**config.mk**
```make
export PLATFORM = sky130hd
export DESIGN_NAME = bsr_shift_reg
export DESIGN_NICKNAME = d
export VERILOG_FILES = /design/src/bsr_pkg.sv /design/src/bsr_shift_reg.sv
export SDC_FILE = /design/constraint.sdc
export NUM_CORES = 1
export LEC_CHECK = 0
export CAP_MARGIN = 20
export CORE_AREA = 2 2 39 41
export DETAILED_ROUTE_END_ITERATION = 7
export DIE_AREA = 0 0 41 43
export DONT_BUFFER_PORTS = 1
export GPL_TIMING_DRIVEN = 0
export PLACE_DENSITY = 0.32
export SLEW_MARGIN = 40
export SYNTH_ARGS = -nofsm -noshare
export SYNTH_HDL_FRONTEND = slang
export SYNTH_SLANG_ARGS = --single-unit
```
**constraint.sdc**
```tcl
create_clock -name clk -period 0.9 [get_ports clk]
set_input_delay 0.09 -clock clk [delete_from_list [all_inputs] [get_ports clk]]
set_output_delay 0.09 -clock clk [all_outputs]
set_load 0.01 [all_outputs]
```
**src/bsr_pkg.sv**
```systemverilog
// Constants and types for the bidirectional shift register.
// Assumes a single 100 MHz clock domain.
package bsr_pkg;
    // -------------------------------------------------------------------
    // Sizes and reset values
    // -------------------------------------------------------------------
    localparam int          BSR_WIDTH   = 4;
    localparam logic [3:0]  BSR_RST_VAL = 4'h0;
    localparam int          BSR_SYNC_STAGES = 2;

    // -------------------------------------------------------------------
    // Mode codes: {mode_b, mode_a}
    // -------------------------------------------------------------------
    typedef enum logic [1:0] {
        BSR_HOLD  = 2'b00,
        BSR_LEFT  = 2'b01,
        BSR_RIGHT = 2'b10,
        BSR_LOAD  = 2'b11
    } bsr_mode_e;
endpackage

```
**src/bsr_shift_reg.sv**
```systemverilog
// Bidirectional shift register with load, shift right, shift left and hold.
// Assumes all inputs come from logic clocked by clk, except the clear pin.
`timescale 1ns/1ps
`default_nettype none

module bsr_shift_reg
    import bsr_pkg::*;
#(
    parameter int WIDTH = bsr_pkg::BSR_WIDTH
) (
    // Clock and reset
    input  wire logic             clk,
    input  wire logic             reset,
    // Asynchronous clear pin
    input  wire logic             clear_n,
    // Mode controls
    input  wire logic             mode_a,
    input  wire logic             mode_b,
    // Data inputs
    input  wire logic             ser_right,
    input  wire logic             ser_left,
    input  wire logic [WIDTH-1:0] par_in,
    // Stage outputs
    output logic      [WIDTH-1:0] stage_q
);
    import bsr_pkg::*;

    // -------------------------------------------------------------------
    // Local constants
    // -------------------------------------------------------------------
    // Contents after reset or clear, sized to the register
    localparam logic [WIDTH-1:0] RST_VAL = WIDTH'(BSR_RST_VAL);

    // -------------------------------------------------------------------
    // Mode decoding
    // -------------------------------------------------------------------
    // Joins the two mode pins into one code; shared by the data path and the checks
    function automatic bsr_mode_e decode_mode(input logic sel_b, input logic sel_a);
        return bsr_mode_e'({sel_b, sel_a});
    endfunction

    // -------------------------------------------------------------------
    // Internal signals
    // -------------------------------------------------------------------
    logic             clr;       // Reset or clear, active high
    bsr_mode_e        mode;      // Mode taken at the next edge
    logic [WIDTH-1:0] stage_d;   // Next contents
    wire  [WIDTH-1:0] from_low;  // Source of each stage on a right shift
    wire  [WIDTH-1:0] from_high; // Source of each stage on a left shift

    // -------------------------------------------------------------------
    // Combined asynchronous clear
    // -------------------------------------------------------------------
    // Clear acts without the clock; the mode pins come from logic on clk and are
    // read directly, the driving logic keeping them away from the rising edge
    assign clr  = reset | ~clear_n;
    assign mode = decode_mode(mode_b, mode_a);

    // -------------------------------------------------------------------
    // Shift paths
    // -------------------------------------------------------------------
    // Stage 0 is the first stage; a right shift moves data toward the last one
    // Each end stage takes a serial pin, every other stage a neighbour
    genvar gi;
    generate
        for (gi = 0; gi < WIDTH; gi++) begin : g_path
            // Right shift source: the serial input at the first stage, else the lower neighbour
            if (gi == 0) begin : g_first
                assign from_low[gi] = ser_right;
            end else begin : g_low
                assign from_low[gi] = stage_q[gi-1];
            end
            // Left shift source: the serial input at the last stage, else the upper neighbour
            if (gi == WIDTH-1) begin : g_last
                assign from_high[gi] = ser_left;
            end else begin : g_high
                assign from_high[gi] = stage_q[gi+1];
            end
        end
    endgenerate

    // -------------------------------------------------------------------
    // Next-state selection
    // -------------------------------------------------------------------
    // Picks the next contents for each mode; a load never looks at the serial pins
    always_comb begin
        case (mode)
            BSR_LOAD:  stage_d = par_in;
            BSR_RIGHT: stage_d = from_low;
            BSR_LEFT:  stage_d = from_high;
            BSR_HOLD:  stage_d = stage_q;
            default:   stage_d = stage_q;
        endcase
    end

    // -------------------------------------------------------------------
    // Stage flip-flops
    // -------------------------------------------------------------------
    // Updates on the rising edge unless cleared
    always_ff @(posedge clk or posedge clr) begin
        if (clr) begin
            stage_q <= RST_VAL;
        end else begin
            stage_q <= stage_d;
        end
    end

    // -------------------------------------------------------------------
    // Check helpers
    // -------------------------------------------------------------------
    // Remembers the contents at the start of a run of hold cycles, so that a
    // long hold is checked against one fixed value instead of cycle by cycle
    logic [WIDTH-1:0] held_q;
    logic             held_vld_q;

    // Captures on the first hold cycle, drops the mark on any other mode
    always_ff @(posedge clk or posedge clr) begin
        if (clr) begin
            held_q     <= RST_VAL;
            held_vld_q <= 1'b0;
        end else if (mode == BSR_HOLD) begin
            held_q     <= held_vld_q ? held_q : stage_q;
            held_vld_q <= 1'b1;
        end else begin
            held_vld_q <= 1'b0;
        end
    end

    // -------------------------------------------------------------------
    // Checks
    // -------------------------------------------------------------------
    // Every check but the clear, reset and clear-release checks sleeps while the register
    // is being cleared, since the contents are then forced from outside
    property p_load;
        @(posedge clk) disable iff (clr)
        (mode_a && mode_b) |=> (stage_q == $past(par_in));
    endproperty
    a_load: assert property (p_load) else $error("Parallel load wrong");

    // The end stages, where a serial bit would enter, follow the parallel data
    property p_load_no_serial;
        @(posedge clk) disable iff (clr)
        (decode_mode(mode_b, mode_a) == BSR_LOAD) |=>
            (stage_q[0] == $past(par_in[0])) && (stage_q[WIDTH-1] == $past(par_in[WIDTH-1]));
    endproperty
    a_load_no_serial: assert property (p_load_no_serial) else $error("Serial data entered on load");

    property p_right;
        @(posedge clk) disable iff (clr)
        (mode_b && !mode_a) |=> (stage_q[WIDTH-1:1] == $past(stage_q[WIDTH-2:0]));
    endproperty
    a_right: assert property (p_right) else $error("Right shift wrong");

    property p_right_fill;
        @(posedge clk) disable iff (clr)
        (mode_b && !mode_a) |=> (stage_q[0] == $past(ser_right));
    endproperty
    a_right_fill: assert property (p_right_fill) else $error("Right fill wrong");

    property p_left;
        @(posedge clk) disable iff (clr)
        (!mode_b && mode_a) |=>
            (stage_q == {$past(ser_left), $past(stage_q[WIDTH-1:1])});
    endproperty
    a_left: assert property (p_left) else $error("Left shift wrong");

    // A left shift fills the last stage from its serial pin
    property p_left_fill;
        @(posedge clk) disable iff (clr)
        (decode_mode(mode_b, mode_a) == BSR_LEFT) |=> (stage_q[WIDTH-1] == $past(ser_left));
    endproperty
    a_left_fill: assert property (p_left_fill) else $error("Left fill wrong");

    property p_hold;
        @(posedge clk) disable iff (clr)
        (!mode_b && !mode_a) [*2] |-> $stable(stage_q);
    endproperty
    a_hold: assert property (p_hold) else $error("Hold changed contents");

    // One hold cycle leaves the contents as they were
    property p_hold_step;
        @(posedge clk) disable iff (clr)
        (decode_mode(mode_b, mode_a) == BSR_HOLD) |=> $stable(stage_q);
    endproperty
    a_hold_step: assert property (p_hold_step) else $error("Hold step changed contents");

    // Over a whole run of hold cycles the contents match those at its start
    property p_hold_run;
        @(posedge clk) disable iff (clr)
        held_vld_q |-> (stage_q == held_q);
    endproperty
    a_hold_run: assert property (p_hold_run) else $error("Long hold drifted");

    property p_clear;
        @(posedge clk)
        (!clear_n) |-> (stage_q == '0);
    endproperty
    a_clear: assert property (p_clear) else $error("Clear not applied");

    // Reset empties the register just as the clear pin does
    property p_reset;
        @(posedge clk)
        reset |-> (stage_q == RST_VAL);
    endproperty
    a_reset: assert property (p_reset) else $error("Reset not applied");

    property p_clear_release;
        @(posedge clk) disable iff (reset)
        $rose(clear_n) && !mode_a && !mode_b |=> (stage_q == '0);
    endproperty
    a_clear_release: assert property (p_clear_release) else $error("Hold after clear lost zero");
endmodule

`default_nettype wire

```
==> tab_implementation.tex <==
\begin{tabular}{lr}
\hline
Metric & Value \\
\hline
\multicolumn{2}{l}{\textbf{Run status}} \\
\quad Result of the run & complete, but fails checks \\
\quad Failing checks & setup timing \\
\multicolumn{2}{l}{\textbf{GRT}} \\
\quad Global-route congestion overflow total & 0 \\
\quad First-pass GRT wire length & about 1100 microns \\
\quad Largest net degree at the start of global routing & 10 \\
\quad Total global routing track utilization & under 10\% \\
\quad Number of global-route vias before repair & 270 \\
\quad Number of antenna violations at the first check in global routing & 0 \\
\multicolumn{2}{l}{\textbf{Power and ir drop}} \\
\quad Peak VDD IR & $\sim$0.00089 V \\
\quad P\_leak & between 0.00015 and 0.0002 uW \\
\quad Power density normalized to cell area & between 1500 and 2000 nW/um\^{}2 \\
\multicolumn{2}{l}{\textbf{Timing}} \\
\quad Period utilization & 101\% \\
\quad Minimum clock period & approximately 0.91 ns \\
\quad Layout Skew & slightly below 0.006 ns \\
\quad Slew at the pin closest to its max-slew limit & approximately 0.33 ns \\
\quad Max frequency & about 1100 MHz \\
\quad Worst rel slew slack & 77.8\% \\
\quad Final max-slew violation count & 0 \\
\quad Setup violators final & 1 \\
\quad Final hold violation count & 0 \\
\quad Unrepaired setup endpoints after global routing & true \\
\quad Setup WS post-layout & -0.00639 ns \\
\quad Setup TNS after final layout & -0.00639 ns \\
\multicolumn{2}{l}{\textbf{Floorplan}} \\
\quad Die boundary height & approximately 43 microns \\
\quad Site Rows & 14 \\
\quad Ports placed on the boundary & 15 \\
\quad Total core area & approximately 1400 sq um \\
\quad Die boundary width & about 41 microns \\
\quad Die area & $\sim$1800 sq um \\
\quad Initial standard-cell utilization of the core & 19.5\% \\
\multicolumn{2}{l}{\textbf{CTS}} \\
\quad Clock insertion delay at the later pin of the skew report & 0.24 ns \\
\quad Number of buffers created by CTS & 3 \\
\quad Maximum clock path buffer count & 2 \\
\quad Clk root buf & clkbuf\_4 \\
\quad TritonCTS clock tree & yes \\
\quad Num Clock Sinks & 4 \\
\quad H-tree depth & 1 \\
\quad CTS clock-pin slew for the worst setup and hold paths & $\sim$0.04 ns \\
\multicolumn{2}{l}{\textbf{Final layout}} \\
\quad Area grow syn2layout & 42.1\% \\
\quad Antenna diodes & 0 \\
\quad Storage element area & about 100 sq um \\
\quad Area taken by multi-input logic gates & 195 sq um \\
\quad Number of flip-flops under the largest register name & 4 \\
\quad Largest registers ranked by flip-flop count & stage\_q: 4 flops \\
\quad Reg with most FFs & stage\_q \\
\quad Fraction of layout instances using a drive strength above 1 & 42.4\% \\
\quad Core utilization of the finished layout & approximately 28\% \\
\quad Final nets & about 50 \\
\quad Total of fill cells in the finished design & around 150 \\
\multicolumn{2}{l}{\textbf{Setup path}} \\
\quad Startpoint-to-endpoint class of the critical path & flip-flop to flip-flop \\
\quad Worst path bufs/invs & 0 \\
\quad Type of origin of the critical path & flip-flop \\
\quad Critical path cell sequence & a221oi\_2, nor3\_1 \\
\quad Worst Setup End Kind & flip-flop \\
\quad Data arrival, critical path & 1.02 ns \\
\quad Maximum cell stage delay along the critical path & between 0.4 and 0.5 ns \\
\quad Largest delay share family, worst path & flip-flops \\
\quad Data required time at the worst endpoint & a little over 1 ns \\
\quad Crit path max-delay cell type & dfrtp\_2 \\
\quad Critical Path Fanout Max & 4 \\
\multicolumn{2}{l}{\textbf{Synthesis}} \\
\quad Most used standard cell by instance count after synthesis & nor3\_1 \\
\quad Synthesized netlist cell count & 28 \\
\quad Number of enable-type register cells in the synthesized netlist & 0 \\
\quad Post-Synth XOR/XNOR Area & 0\% \\
\quad Share of the synthesized area in the top cell type & a little under two fifths \\
\quad Post-synthesis async set-or-reset flop share & 100\% \\
\quad Average instance area after synthesis & just under 10 sq um \\
\quad Top cells by count, synth & nor3\_1 (8), nor2b\_1 (5), a221oi\_1 (4), dfrtp\_1 (4), ha\_1 (3) \\
\quad Post-synthesis cell area & 270 sq um \\
\quad Largest area contributor in the netlist & dfrtp\_1 \\
\quad Mapped Nets & 42 \\
\quad Synthesized-area fraction occupied by and/or/nand/nor cells & 31.5\% \\
\quad Area contributors post-synth & dfrtp\_1 (37\%), nor3\_1 (15\%), ha\_1 (14\%) \\
\quad Synth Area in Compound Gates & about an eighth \\
\quad Adder and majority cell fraction of the synthesized area & between 10\% and 20\% \\
\quad Proportion of synthesized chip area in sequential cells & around 37\% \\
\quad Largest family of logic cells by synthesized area & simple AND/OR/NAND/NOR gates \\
\quad Number of register bits inferred by synthesis & 4 \\
\quad Warnings, synthesis & 0 \\
\quad Distinct cell type count of the synthesized netlist & 8 \\
\quad Post-synth top flop & dfrtp\_1 \\
\quad Mux cell area share after synthesis & 0\% \\
\multicolumn{2}{l}{\textbf{Routing}} \\
\quad TritonRoute pass-1 iters & 1 \\
\quad Number of routed nets with antenna violations & 0 \\
\quad Vias after detailed routing & 231 \\
\quad DR vias/cell & 4.71 \\
\quad DRT Wirelength & about 660 microns \\
\quad DRC viols & 0 \\
\quad First DRT Iteration DRCs & 0 \\
\quad Mean routed wirelength per cell & 13.4 microns \\
\multicolumn{2}{l}{\textbf{Min path}} \\
\quad Class of the worst hold path & input port to flip-flop \\
\multicolumn{2}{l}{\textbf{Placement}} \\
\quad Weighted congestion at the end of routability-driven global placement & 0.556 \\
\quad Sum of net half-perimeters after detailed placement & around 540 microns \\
\quad Buffers on Ports & 0 \\
\multicolumn{2}{l}{\textbf{Run}} \\
\quad Number of max-cap violations & 0 \\
\hline
\end{tabular}
## stage by stage
stage | worst slack (ns) | hold WS [ns] | instances | area (sq um) | total power, uW
after CTS | -0.00866 | 0.0700 | 49 | 384 | 635
after global routing | -0.0437 | 0.0854 | 49 | 384 | 678
final | -0.00639 | 0.0699 | 49 | 384 | 623
after floorplan | 0.00523 | -0.0503 | 28 | 319 | 367
after global placement | -0.0530 | -0.0209 | 44 | 339 | 397
after detailed placement | -0.0519 | -0.00758 | 44 | 339 | 397
## cells by family (layout without fill, tap and decap cells)
logic type,Yosys count,after routing
AO/OA/AOI/OAI,4,4
adder cells (fa/ha/maj),3,3
buffers and inverters,3,8
flip-flops,4,4
AND/OR/NAND/NOR,14,14
## worst register-to-register path: stages, from the launching register on
cell and delay (ns):
dfrtp_2 0.45, a221oi_2 0.26, nor3_1 0.08
## layout by cell type, fill, tap and decap left out
cell type | Yosys | layout
nor3_1 | 8 | 8
nor2b_1 | 5 | 5
a221oi_2 | 0 | 4
clkbuf_4 | 0 | 3
ha_1 | 3 | 2
dlygate4sd3_1 | 0 | 2
dfrtp_1 | 4 | 2
dfrtp_2 | 0 | 2
clkbuf_8 | 0 | 1
nand2b_4 | 1 | 1
inv_4 | 0 | 1
inv_2 | 0 | 1
ha_4 | 0 | 1
## final timing paths
kind | start | end | slack [ns] | cells past startpoint
worst max-delay path | stage_q[2] | stage_q[3] | -0.006 | 2
worst min register to register | stage_q[1] | stage_q[1] | 0.67 | 2
worst max register to register | stage_q[2] | stage_q[3] | -0.006 | 2
min in group asynchronous | clear_n | stage_q[3] | 0.28 | 2
worst min-delay path | par_in[3] | stage_q[3] | 0.07 | 2
max in group asynchronous | reset | stage_q[1] | 0.35 | 2
## repair_timing
action / in CTS / in global routing
setup endpoints to repair: 3 / 4
endpoints found under the hold margin: 4 / 0
resized for setup: 2 / 0
buffers inserted: 0 / 0
hold buffers: 2 / 0
pin swaps: 1 / 0
## layout make-up
type	count	area share, %
timing repair buffer	2	5.21
clock buffer	3	5.86
multi-input combinational	21	50.8
sequential	4	26.7
tap	16	5.21
buffer	1	3.58
inverter	2	2.61
## report_power, final
| group | switching [uW] | total [uW] | internal, uW | leakage (uW) |
|---|---|---|---|---|
| Clock | 72.7 | 222 | 149 | 0.0000138 |
| Sequential | 57.5 | 271 | 214 | 0.0000466 |
| Combinational | 60.0 | 130 | 70.1 | 0.0000939 |
## per-layer routing
layer  part of all wire [%]  wire length (microns)  up-vias  global-route usage [%]
li1                       -                      -      113                       -
met1                     45                    298      105                    9.74
met2                     40                    265       13                    12.8
met3                     14                     95        0                    8.38
met4                      0                      0        0                    6.00
met5                      0                      0        -                       0
Power figures use the tool's default switching activity.
